### src/logic/clk_evt_pkg.sv
`default_nettype none
package clk_evt_pkg;

    // --------------------------------------------------------------------
    // Register map (byte addresses)
    // --------------------------------------------------------------------
    localparam int          ADDR_W        = 12;
    localparam int          RATE_W        = 16;
    localparam logic [11:0] OFF_CTRL      = 12'h000;
    localparam logic [11:0] OFF_RATE      = 12'h004;
    localparam logic [11:0] OFF_FLAGS     = 12'h008;
    localparam logic [11:0] OFF_ENABLE    = 12'h00C;
    localparam logic [11:0] OFF_STATE     = 12'h010;
    localparam logic [11:0] OFF_PLL_CFG   = 12'h014;

    // --------------------------------------------------------------------
    // Control register fields
    // --------------------------------------------------------------------
    localparam int CTRL_SRC_SEL   = 0;
    localparam int CTRL_PSTOP_SEL = 1;
    localparam int CTRL_OSC_PSTOP = 2;
    localparam int CTRL_OSC_EN    = 3;
    localparam int CTRL_W         = 4;

    // --------------------------------------------------------------------
    // Flag and enable layout, shared
    // --------------------------------------------------------------------
    localparam int EV_TIMER = 0;
    localparam int EV_LOCK  = 1;
    localparam int EV_OSC   = 2;
    localparam int EV_LV    = 3;
    localparam int EV_W     = 4;

    // --------------------------------------------------------------------
    // State register fields
    // --------------------------------------------------------------------
    localparam int ST_LOCK   = 0;
    localparam int ST_OSC_UP = 1;
    localparam int ST_LVDS   = 2;
    localparam int ST_W      = 3;
    localparam int PLL_CFG_W = 8;

    // --------------------------------------------------------------------
    // Reset values
    // --------------------------------------------------------------------
    localparam logic [CTRL_W-1:0]    CTRL_RST    = 4'h0;
    localparam logic [RATE_W-1:0]    RATE_RST    = 16'h0000;
    localparam logic [EV_W-1:0]      EV_RST      = 4'h0;
    localparam logic [PLL_CFG_W-1:0] PLL_CFG_RST = 8'h00;
    localparam logic [31:0]          RDATA_RST   = 32'h0000_0000;

endpackage : clk_evt_pkg
`default_nettype wire

### src/logic/timer_if.sv
`timescale 1ns/1ps
`default_nettype none
interface timer_if;
    import clk_evt_pkg::*;
    logic              tick;
    logic              run;
    logic              restart;
    logic [RATE_W-1:0] period;
    logic              expire;
    logic [RATE_W-1:0] count;

    modport ctrl  (output tick, run, restart, period, input expire, count);
    modport timer (input tick, run, restart, period, output expire, count);
endinterface : timer_if
`default_nettype wire

### src/logic/signal_sync.sv
`timescale 1ns/1ps
`default_nettype none
module signal_sync (
    // Clock and reset
    input  wire logic pclk,
    input  wire logic presetn,
    // Asynchronous input
    input  wire logic async_in,
    // Synchronised view
    output logic      level,
    output logic      rise,
    output logic      change
);
    logic meta_q;
    logic sync_q;
    logic prev_q;

    always_ff @(posedge pclk or negedge presetn) begin
        if (!presetn) begin
            meta_q <= 1'b0;
            sync_q <= 1'b0;
            prev_q <= 1'b0;
        end else begin
            meta_q <= async_in;
            sync_q <= meta_q;
            prev_q <= sync_q;
        end
    end

    assign level  = sync_q;
    assign rise   = sync_q & ~prev_q;
    assign change = sync_q ^ prev_q;
endmodule : signal_sync
`default_nettype wire

### src/logic/periodic_timer.sv
`timescale 1ns/1ps
`default_nettype none
module periodic_timer
    import clk_evt_pkg::*;
(
    // Clock and reset
    input  wire logic pclk,
    input  wire logic presetn,
    // Control side
    timer_if.timer    t
);
    logic [RATE_W-1:0] count_q;

    // Period is period+1 source ticks; wraps straight into the next one
    always_ff @(posedge pclk or negedge presetn) begin
        if (!presetn) begin
            count_q <= {RATE_W{1'b0}};
        end else if (t.restart) begin
            count_q <= {RATE_W{1'b0}};
        end else if (t.run && t.tick) begin
            if (count_q >= t.period) begin
                count_q <= {RATE_W{1'b0}};
            end else begin
                count_q <= count_q + 1'b1;
            end
        end
    end

    assign t.expire = t.run & t.tick & ~t.restart & (count_q >= t.period);
    assign t.count  = count_q;
endmodule : periodic_timer
`default_nettype wire

### src/logic/clock_unit_event_logic.sv
`timescale 1ns/1ps
`default_nettype none
module clock_unit_event_logic
    import clk_evt_pkg::*;
(
    // Clock and reset
    input  wire logic                 pclk,
    input  wire logic                 presetn,
    // APB slave
    input  wire logic                 psel,
    input  wire logic                 penable,
    input  wire logic                 pwrite,
    input  wire logic [ADDR_W-1:0]    paddr,
    input  wire logic [31:0]          pwdata,
    output logic      [31:0]          prdata,
    output logic                      pready,
    output logic                      pslverr,
    // Timer clock sources, sampled
    input  wire logic                 internal_ref_clock,
    input  wire logic                 oscillator_clock,
    // Analog and PLL status, asynchronous
    input  wire logic                 pll_lock,
    input  wire logic                 vdda_below_assert,
    input  wire logic                 vdda_above_deassert,
    // Power modes, from logic on pclk
    input  wire logic                 stop_mode,
    input  wire logic                 full_performance_mode,
    // Status and configuration out
    output logic                      oscillator_up_status,
    output logic                      low_voltage_status,
    output logic      [PLL_CFG_W-1:0] pll_config,
    // Interrupts
    output logic                      periodic_timer_interrupt,
    output logic                      lock_irq,
    output logic                      osc_irq,
    output logic                      lv_irq,
    output logic                      irq
);

    // --------------------------------------------------------------------
    // Declarations
    // --------------------------------------------------------------------
    logic [CTRL_W-1:0]    ctrl_q;
    logic [RATE_W-1:0]    timer_rate_register_q;
    logic [EV_W-1:0]      flags_q;
    logic [EV_W-1:0]      flags_d;
    logic [EV_W-1:0]      enable_q;
    logic [EV_W-1:0]      ev_set;
    logic [EV_W-1:0]      ev_clr;
    logic [PLL_CFG_W-1:0] pll_cfg_q;
    logic                 osc_up_q;
    logic                 osc_up_d;
    logic                 lvds_q;
    logic                 lvds_d;
    logic [31:0]          prdata_q;
    logic                 lock_lvl;
    logic                 lock_chg;
    logic                 below_lvl;
    logic                 above_lvl;
    logic                 irc_rise;
    logic                 osc_rise;
    logic                 wr_acc;
    logic                 rd_setup;
    logic                 rate_wr;
    logic                 cfg_wr;
    logic                 full_stop;
    logic                 timer_keep;
    logic [ST_W-1:0]      state_vec;

    timer_if tif ();

    // --------------------------------------------------------------------
    // Helpers
    // --------------------------------------------------------------------
    function automatic logic reg_hit(input logic [ADDR_W-1:0] a);
        reg_hit = (a == OFF_CTRL) || (a == OFF_RATE) || (a == OFF_FLAGS) ||
                  (a == OFF_ENABLE) || (a == OFF_STATE) || (a == OFF_PLL_CFG);
    endfunction

    function automatic logic [EV_W-1:0] sticky(input logic [EV_W-1:0] q,
                                               input logic [EV_W-1:0] set,
                                               input logic [EV_W-1:0] clr);
        sticky = (q & ~clr) | set;
    endfunction

    // --------------------------------------------------------------------
    // Input synchronisers
    // --------------------------------------------------------------------
    signal_sync u_sync_irc (
        .pclk     (pclk),
        .presetn  (presetn),
        .async_in (internal_ref_clock),
        .level    (),
        .rise     (irc_rise),
        .change   ()
    );

    signal_sync u_sync_osc (
        .pclk     (pclk),
        .presetn  (presetn),
        .async_in (oscillator_clock),
        .level    (),
        .rise     (osc_rise),
        .change   ()
    );

    signal_sync u_sync_lock (
        .pclk     (pclk),
        .presetn  (presetn),
        .async_in (pll_lock),
        .level    (lock_lvl),
        .rise     (),
        .change   (lock_chg)
    );

    signal_sync u_sync_below (
        .pclk     (pclk),
        .presetn  (presetn),
        .async_in (vdda_below_assert),
        .level    (below_lvl),
        .rise     (),
        .change   ()
    );

    signal_sync u_sync_above (
        .pclk     (pclk),
        .presetn  (presetn),
        .async_in (vdda_above_deassert),
        .level    (above_lvl),
        .rise     (),
        .change   ()
    );

    // --------------------------------------------------------------------
    // APB slave
    // --------------------------------------------------------------------
    assign wr_acc   = psel & penable & pwrite;
    assign rd_setup = psel & ~penable & ~pwrite;
    assign rate_wr  = wr_acc && (paddr == OFF_RATE);
    assign cfg_wr   = wr_acc && (paddr == OFF_PLL_CFG);
    assign pready   = 1'b1;
    assign pslverr  = psel & penable & ~reg_hit(paddr);
    assign prdata   = prdata_q;
    assign state_vec = {lvds_q, osc_up_q, lock_lvl};

    always_ff @(posedge pclk or negedge presetn) begin
        if (!presetn) begin
            ctrl_q                <= CTRL_RST;
            timer_rate_register_q <= RATE_RST;
            enable_q              <= EV_RST;
            pll_cfg_q             <= PLL_CFG_RST;
        end else if (wr_acc) begin
            case (paddr)
                OFF_CTRL:    ctrl_q                <= pwdata[CTRL_W-1:0];
                OFF_RATE:    timer_rate_register_q <= pwdata[RATE_W-1:0];
                OFF_ENABLE:  enable_q              <= pwdata[EV_W-1:0];
                OFF_PLL_CFG: pll_cfg_q             <= pwdata[PLL_CFG_W-1:0];
                default:     ;
            endcase
        end
    end

    // Read data captured in the setup cycle
    always_ff @(posedge pclk or negedge presetn) begin
        if (!presetn) begin
            prdata_q <= RDATA_RST;
        end else if (rd_setup) begin
            case (paddr)
                OFF_CTRL:    prdata_q <= {{(32-CTRL_W){1'b0}}, ctrl_q};
                OFF_RATE:    prdata_q <= {{(32-RATE_W){1'b0}}, timer_rate_register_q};
                OFF_FLAGS:   prdata_q <= {{(32-EV_W){1'b0}}, flags_q};
                OFF_ENABLE:  prdata_q <= {{(32-EV_W){1'b0}}, enable_q};
                OFF_STATE:   prdata_q <= {{(32-ST_W){1'b0}}, state_vec};
                OFF_PLL_CFG: prdata_q <= {{(32-PLL_CFG_W){1'b0}}, pll_cfg_q};
                default:     prdata_q <= RDATA_RST;
            endcase
        end
    end

    // --------------------------------------------------------------------
    // Periodic timer
    // --------------------------------------------------------------------
    assign full_stop  = stop_mode & ~ctrl_q[CTRL_PSTOP_SEL];
    assign timer_keep = ctrl_q[CTRL_PSTOP_SEL] & ctrl_q[CTRL_SRC_SEL] & ctrl_q[CTRL_OSC_PSTOP];

    assign tif.tick    = ctrl_q[CTRL_SRC_SEL] ? osc_rise : irc_rise;
    assign tif.run     = ~stop_mode | timer_keep;
    assign tif.restart = rate_wr;
    assign tif.period  = timer_rate_register_q;

    periodic_timer u_timer (
        .pclk    (pclk),
        .presetn (presetn),
        .t       (tif)
    );

    // --------------------------------------------------------------------
    // Oscillator-up and low-voltage status
    // --------------------------------------------------------------------
    always_comb begin
        osc_up_d = osc_up_q;
        if (!ctrl_q[CTRL_OSC_EN] || !lock_lvl || cfg_wr || full_stop) begin
            osc_up_d = 1'b0;
        end else if (lock_lvl) begin
            osc_up_d = 1'b1;
        end
    end

    always_comb begin
        lvds_d = lvds_q;
        if (full_performance_mode) begin
            if (below_lvl) begin
                lvds_d = 1'b1;
            end else if (above_lvl) begin
                lvds_d = 1'b0;
            end
        end
    end

    always_ff @(posedge pclk or negedge presetn) begin
        if (!presetn) begin
            osc_up_q <= 1'b0;
            lvds_q   <= 1'b0;
        end else begin
            osc_up_q <= osc_up_d;
            lvds_q   <= lvds_d;
        end
    end

    // --------------------------------------------------------------------
    // Sticky flags, set wins over write-one-to-clear
    // --------------------------------------------------------------------
    always_comb begin
        ev_set           = EV_RST;
        ev_set[EV_TIMER] = tif.expire;
        ev_set[EV_LOCK]  = lock_chg;
        ev_set[EV_OSC]   = osc_up_d ^ osc_up_q;
        ev_set[EV_LV]    = lvds_d ^ lvds_q;
        ev_clr           = (wr_acc && (paddr == OFF_FLAGS)) ? pwdata[EV_W-1:0] : EV_RST;
        flags_d          = sticky(flags_q, ev_set, ev_clr);
    end

    always_ff @(posedge pclk or negedge presetn) begin
        if (!presetn) begin
            flags_q <= EV_RST;
        end else begin
            flags_q <= flags_d;
        end
    end

    // --------------------------------------------------------------------
    // Interrupt outputs
    // --------------------------------------------------------------------
    assign periodic_timer_interrupt = flags_q[EV_TIMER] & enable_q[EV_TIMER];
    assign lock_irq = flags_q[EV_LOCK] & enable_q[EV_LOCK];
    assign osc_irq  = flags_q[EV_OSC] & enable_q[EV_OSC];
    assign lv_irq   = flags_q[EV_LV] & enable_q[EV_LV];
    assign irq      = |(flags_q & enable_q);

    assign oscillator_up_status = osc_up_q;
    assign low_voltage_status   = lvds_q;
    assign pll_config           = pll_cfg_q;
endmodule : clock_unit_event_logic
`default_nettype wire

### config.mk
export PLATFORM = sky130hd
export DESIGN_NAME = clock_unit_event_logic
export DESIGN_NICKNAME = d
export VERILOG_FILES = /design/src/logic/clk_evt_pkg.sv /design/src/logic/timer_if.sv /design/src/logic/signal_sync.sv /design/src/logic/periodic_timer.sv /design/src/logic/clock_unit_event_logic.sv
export SDC_FILE = /design/constraint.sdc
export NUM_CORES = 1
export LEC_CHECK = 0
export BUFFER_PORTS_ARGS = -buffer_cell sky130_fd_sc_hd__buf_2
export CAP_MARGIN = 20
export CORE_ASPECT_RATIO = 2
export CORE_UTILIZATION = 53
export CTS_BUF_LIST = sky130_fd_sc_hd__clkbuf_4 sky130_fd_sc_hd__clkbuf_8
export CTS_CLUSTER_DIAMETER = 50
export DETAILED_ROUTE_END_ITERATION = 10
export GPL_TIMING_DRIVEN = 0
export PLACE_DENSITY = 0.81
export REMOVE_ABC_BUFFERS = 1
export SLEW_MARGIN = 15
export SYNTH_ARGS = -nofsm -noshare
export SYNTH_HDL_FRONTEND = slang
export SYNTH_SLANG_ARGS = --single-unit
### constraint.sdc
create_clock -name pclk -period 4.3 [get_ports pclk]
set_clock_uncertainty 0.15 [all_clocks]
set_input_delay 0.43 -clock pclk [delete_from_list [all_inputs] [get_ports pclk]]
set_output_delay 0.43 -clock pclk [all_outputs]
set_load 0.005 [all_outputs]
# Word-level counts from Yosys, hierarchy flattened
# Cells that the tools add are included.
dict set report word_totals {
  inputBits 56
  output_inout_bits 49
  regBits 99
  elab_cells 94
}
dict set report op_classes {
  n_eq_ne 5
  magnitude_cmp 1
  n_addsub 1
  muxes 11
  reduce_logical 21
  n_bitwise 33
}
# cell n
set op_table {}
lappend op_table {{$pmux 16 s6} 1}
lappend op_table {{$mux 16} 3}
lappend op_table {{$eq 12x4->1 const B} 2}
lappend op_table {{$eq 12x5->1 const B} 2}
lappend op_table {{$and 1x1->1} 17}
lappend op_table {{$add 16x1->16 const B} 1}
lappend op_table {{$ge 16x16->1} 1}
lappend op_table {{$eq 12x3->1 const B} 1}
lappend op_table {{$logic_not 12->1} 1}
lappend op_table {{$and 4x4->4} 2}
lappend op_table {{$logic_or 1x1->1} 8}
lappend op_table {{$not 1->1} 8}
lappend op_table {{$reduce_and 2->1} 4}
lappend op_table {{$mux 1} 6}
lappend op_table {{$logic_and 1x1->1} 4}
lappend op_table {{$mux 4} 1}
lappend op_table {{$not 4->4} 1}
lappend op_table {{$or 4x4->4} 1}
lappend op_table {{$reduce_or 4->1} 1}
lappend op_table {{$xor 1x1->1} 3}
lappend op_table {{$logic_not 1->1} 2}
lappend op_table {{$reduce_bool 2->1} 1}
lappend op_table {{$or 1x1->1} 1}

# Longest topological paths before layout
dict set report depth {
  depth_word 8
  mapped_depth 9
  mapped_depth_nobuf 8
}

# Hierarchy
# From an unflattened synthesis, not the netlist that was laid out.
dict set report hier_totals {
  hier_cells 407
  area_unflattened_um2 4465.5
}
# module instances cells_each area_per_inst_um2
set by_module_without_submodules {}
lappend by_module_without_submodules {clock_unit_event_logic 1 227 2687.6}
lappend by_module_without_submodules {periodic_timer 1 150 1302.5}
lappend by_module_without_submodules {signal_sync 5 6 95.1}

# Worst setup path after synthesis
# Ideal clock, no wire load.
dict set report synth_path {
  kind {input to register}
  start {input paddr[9]}
  end {register ctrl_q[0]}
  path_buffers 0
  path_stages 5
  t_arrival_ps 1919
  setup_slack_ps 2106
  path_cell_list {nor4_4 > nand3_2 > or3_4 > or3_4 > mux2_4}
}
dict set report synth_via {
  elab_chain_len 2
}
# element line_no
set synth_rtl {}
lappend synth_rtl {{from (decl)} clock_unit_event_logic.sv:13} ;# input wire logic [ADDR_W-1:0] paddr,
lappend synth_rtl {{$logic_not 12->1} clock_unit_event_logic.sv:153} ;# case (paddr)
lappend synth_rtl {{$reduce_and 2->1 (no source line)} -}
lappend synth_rtl {{to (signal assigned)} clock_unit_event_logic.sv:154} ;# OFF_CTRL: ctrl_q <= pwdata[CTRL_W-1:0];
lappend synth_rtl {{to (decl)} clock_unit_event_logic.sv:43} ;# logic [CTRL_W-1:0] ctrl_q;
# No other way between the ends.
# A chain may end at the register's enable or synchronous reset.

# Worst setup path after layout
dict set report layout_path {
  start {register u_timer.count_q[7], in the netlist u_timer.t.count[7]}
  end {register u_timer.count_q[11], in the netlist u_timer.t.count[11]}
}
dict set report layout_via {
  elab_chain_len 4
  elab_cells_between_ends 5
}
# element line_no
set layout_rtl {}
lappend layout_rtl {{from (decl)} periodic_timer.sv:12} ;# logic [RATE_W-1:0] count_q;
lappend layout_rtl {{from (signal assigned)} periodic_timer.sv:17} ;# count_q <= {RATE_W{1'b0}};
lappend layout_rtl {{from (signal assigned)} periodic_timer.sv:19} ;# count_q <= {RATE_W{1'b0}};
lappend layout_rtl {{from (signal assigned)} periodic_timer.sv:22} ;# count_q <= {RATE_W{1'b0}};
lappend layout_rtl {{$add 16x1->16 or $ge 16x16->1 (tied branches)} {periodic_timer.sv:24, periodic_timer.sv:21}}
lappend layout_rtl {{$mux 16 *} periodic_timer.sv:21} ;# if (count_q >= t.period) begin
lappend layout_rtl {{$mux 16 *} periodic_timer.sv:20} ;# end else if (t.run && t.tick) begin
lappend layout_rtl {{$mux 16 *} periodic_timer.sv:18} ;# end else if (t.restart) begin
# Every way passes the cells marked *; elsewhere a longest branch is shown, timed or not. The select of a mux whose other input is x is not followed.

==> summary.txt <==
Synthesis
  • Mux contribution to synthesized area: 8.06%
  • Post-synthesis sequential area ratio: approximately half
  • Largest family of logic cells by synthesized area: simple AND/OR/NAND/NOR gates
  • Mapped Cells: 411
  • Mean Syn Cell Area: 10.2 um2
  • Top-area cell type share of the netlist area: between 40% and 50%
  • Synth unique cells: 50
  • Xor and xnor area share after synthesis: 0.839%
  • Mapped Area: between 4000 and 5000 um2
  • Cell with the most instances after synthesis: dfrtp_1
  • Post-synth EDFFs: 0
  • Synth Area in Adders: between 5 and 6%
  • Compound-Gate Fraction of Synth Area: 12.9%
  • Yosys warnings: 0
  • Post-synthesis register bit count: slightly above 80
  • Most used DFF post-synth: dfrtp_1
  • Synth async-reset ratio: between 90% and 100%
  • Main area contributors after synthesis: dfrtp_1 (50%), nand2_1 (5.4%), ha_1 (5.1%)
  • Yosys top cell by area: dfrtp_1
  • Simple logic cell fraction of the synthesized area: 16.7%
  • Synth top cells by count: dfrtp_1 (83), nand2_1 (60), o21ai_0 (28), inv_1 (22)

Critical path
  • Req. time, crit path: around 4.4 ns
  • Worst Setup Start Kind: register
  • Reg2reg path depth: 7
  • Critical setup path kind: register to register
  • CP arrival: ~3 ns
  • CP Capture Type: register
  • Critical-path maximum fanout: 21
  • RR Endpoint: u_timer.t.count[11]
  • R2R Setup Slk: 1.40 ns
  • Setup crit start: u_timer.t.count[7]
  • Reg-to-Reg Start: u_timer.t.count[7]

Placement
  • Final RePlAce weighted congestion: roughly 0.81
  • Number of I/O port buffers: 71
  • Detail Placement HPWL: slightly below 7000 um
  • Post-DP Area: ~4600 um2

Power
  • Static Leakage: 2.46 nW
  • PnR Total Power: about 1.6 mW
  • Peak VDD IR: roughly 0.00018 V
  • Pwr dens: 333 nW/um2

Timing
  • Max Freq: 345 MHz
  • Slew Limit Headroom: approximately 40%
  • Period minus WS final: a little under 3 ns
  • Worst slew pin tran: 0.892 ns
  • Final Cycle Share: about two thirds
  • Final Max Tran Viols: 0
  • Final setup vio count: 0
  • Final hold violation count: 0
  • RSZ-0062 raised after global routing: no

CTS
  • Clock latency on the worst-skew pair: 0.36 ns
  • CTS buffer count: 9
  • Clock root buffer: clkbuf_8
  • Bufs on Longest Clock Path: 2
  • Htree depth: 3
  • Clock sink count: 83
  • Post-CTS setup repair buffer count: 0
  • CTS tree: yes
  • Clock input transition at the sequential cells of the worst setup and hold paths: roughly 0.08 ns

Die
  • Die W: between 60 and 70 um
  • Initial core utilization: 54.9%
  • Cell Rows: 45
  • Die area: 8260 um2
  • Core box area: between 7000 and 8000 um2
  • Io pins: 105
  • Die Ht: between 100 and 150 um

Outcome
  • Status: finished clean

Detailed routing
  • Starting DRT DRC Count: around 210
  • Vias/cell: between 5 and 6
  • DRT antenna net count: 0
  • Routed length per instance: 16.0 um
  • Via count of the routed design: about 3.3k
  • Final wirelength: roughly 9300 um
  • # DRC: 0
  • Drt pass-1 iters: 4

Worst hold path
  • HP Class: input port to register
  • Hold path start: vdda_below_assert
  • WHS Endpoint: u_sync_below.meta_q
  • Hold depth: 1

Cells and area
  • Area delta synth->final: 16.5%
  • Design area: just under 5000 um2
  • Finished Core Util: around 64%
  • Final Net Count: 556
  • Share of cells above drive strength 1: about a quarter
  • Antenna Cells: 0
  • Fill cell count: approximately 610

Global routing
  • Initial antenna violation count: 0
  • Vias in the first global route: ~3.3k
  • Largest net degree at the start of global routing: 52
  • GRT Total Usage: 24.6%
  • Grt ovf: 0
  • Global-route wire length before repair: 15400 um

Run
  • Max-cap viol count: 0
[through the flow]
step / setup TNS (ns) / cells / hold WS [ns] / setup WS, ns
6_report: 0 / 582 / 0.0239 / 1.40
4_1_cts: 0 / 581 / 0.00167 / 1.43
2_1_floorplan: 0 / 395 / -0.0156 / 1.12
3_3_place_gp: -0.0162 / 560 / 0.183 / -0.0162
5_1_grt: 0 / 582 / 0.00577 / 1.21
3_5_place_dp: 0 / 562 / 0.190 / 1.47
[logic make-up after synthesis]
family,Yosys count
flip-flops,83
adder cells (fa/ha/maj),17
buffers and inverters,53
multiplexers,30
AND/OR/NAND/NOR,139
XOR/XNOR,4
other,2
AO/OA/AOI/OAI,83
[sequential cells by signal, summed over array words and instances, names as in the netlist, 4 cells and up]
register,flops
enable_q,4
flags_q,4
u_timer.t.count,16
ctrl_q,4
tif.period,16
prdata,16
pll_config,8
[cell type report]
class | instances | area [um2] | share of cell area [%]
clock buffers | 9 | 124 | 2.55
clock inverters | 7 | 124 | 2.55
inverters | 22 | 82.6 | 1.70
multi-input cells | 290 | 1900 | 39.1
flip-flops and latches | 83 | 2080 | 42.7
well taps | 94 | 118 | 2.42
repair buffers | 77 | 434 | 8.93
[worst max-delay path: stages (launching register included)]
cell	delay (ns)
dfrtp_1	0.43
ha_1	0.34
a21oi_1	0.16
a31oi_1	0.12
a2111oi_0	0.40
o211a_1	0.64
nand2_1	0.31
o211ai_1	0.26
[cells in the final DEF (no fill, tap or decap), types with 6 or more instances in the layout]
master / synthesis / final
nand4_1: 9 / 9
dfrtp_1: 83 / 83
nor2_1: 16 / 16
inv_1: 22 / 22
nand3_1: 17 / 17
a31oi_1: 6 / 6
mux2i_1: 13 / 13
clkbuf_8: 0 / 9
ha_1: 17 / 17
o21ai_0: 28 / 28
buf_2: 3 / 70
a22o_1: 10 / 10
o211ai_1: 7 / 7
conb_1: 2 / 17
and2_1: 6 / 6
a21oi_1: 10 / 10
mux2_2: 13 / 13
nand2_1: 60 / 60
[power by group]
| part | total (mW) | switching [mW] | internal, mW | leakage [nW] |
|---|---|---|---|---|
| Sequential | 0.819 | 0.0196 | 0.799 | 1.03 |
| Clock | 0.687 | 0.296 | 0.391 | 0.120 |
| Combinational | 0.115 | 0.0659 | 0.0492 | 1.31 |
| Total | 1.62 | 0.382 | 1.24 | 2.46 |
[routing by layer]
metal / up-vias / part of all wire (%) / global-route usage (%)
li1: 1567 / - / -
met1: 1613 / 37 / 27.0
met2: 92 / 57 / 44.2
met3: 20 / 2.8 / 4.46
met4: 0 / 3.1 / 11.6
met5: - / 0 / 0
[what timing repair did]
action                    CTS  global route
hold endpoints to repair   34             0
gates resized for setup     0             0
hold buffers                3             0
[how the worst max path moves through the flow]
stage / slack (ns) / to
2_1_floorplan: 1.12 / u_timer.t.count[7]
3_3_place_gp: -0.02 / u_timer.t.count[5]
3_5_place_dp: 1.47 / u_timer.t.count[11]
4_1_cts: 1.43 / u_timer.t.count[13]
5_1_grt: 1.21 / u_timer.t.count[15]
6_report: 1.40 / u_timer.t.count[11]
No activity file was read; power rests on OpenSTA's default activity.
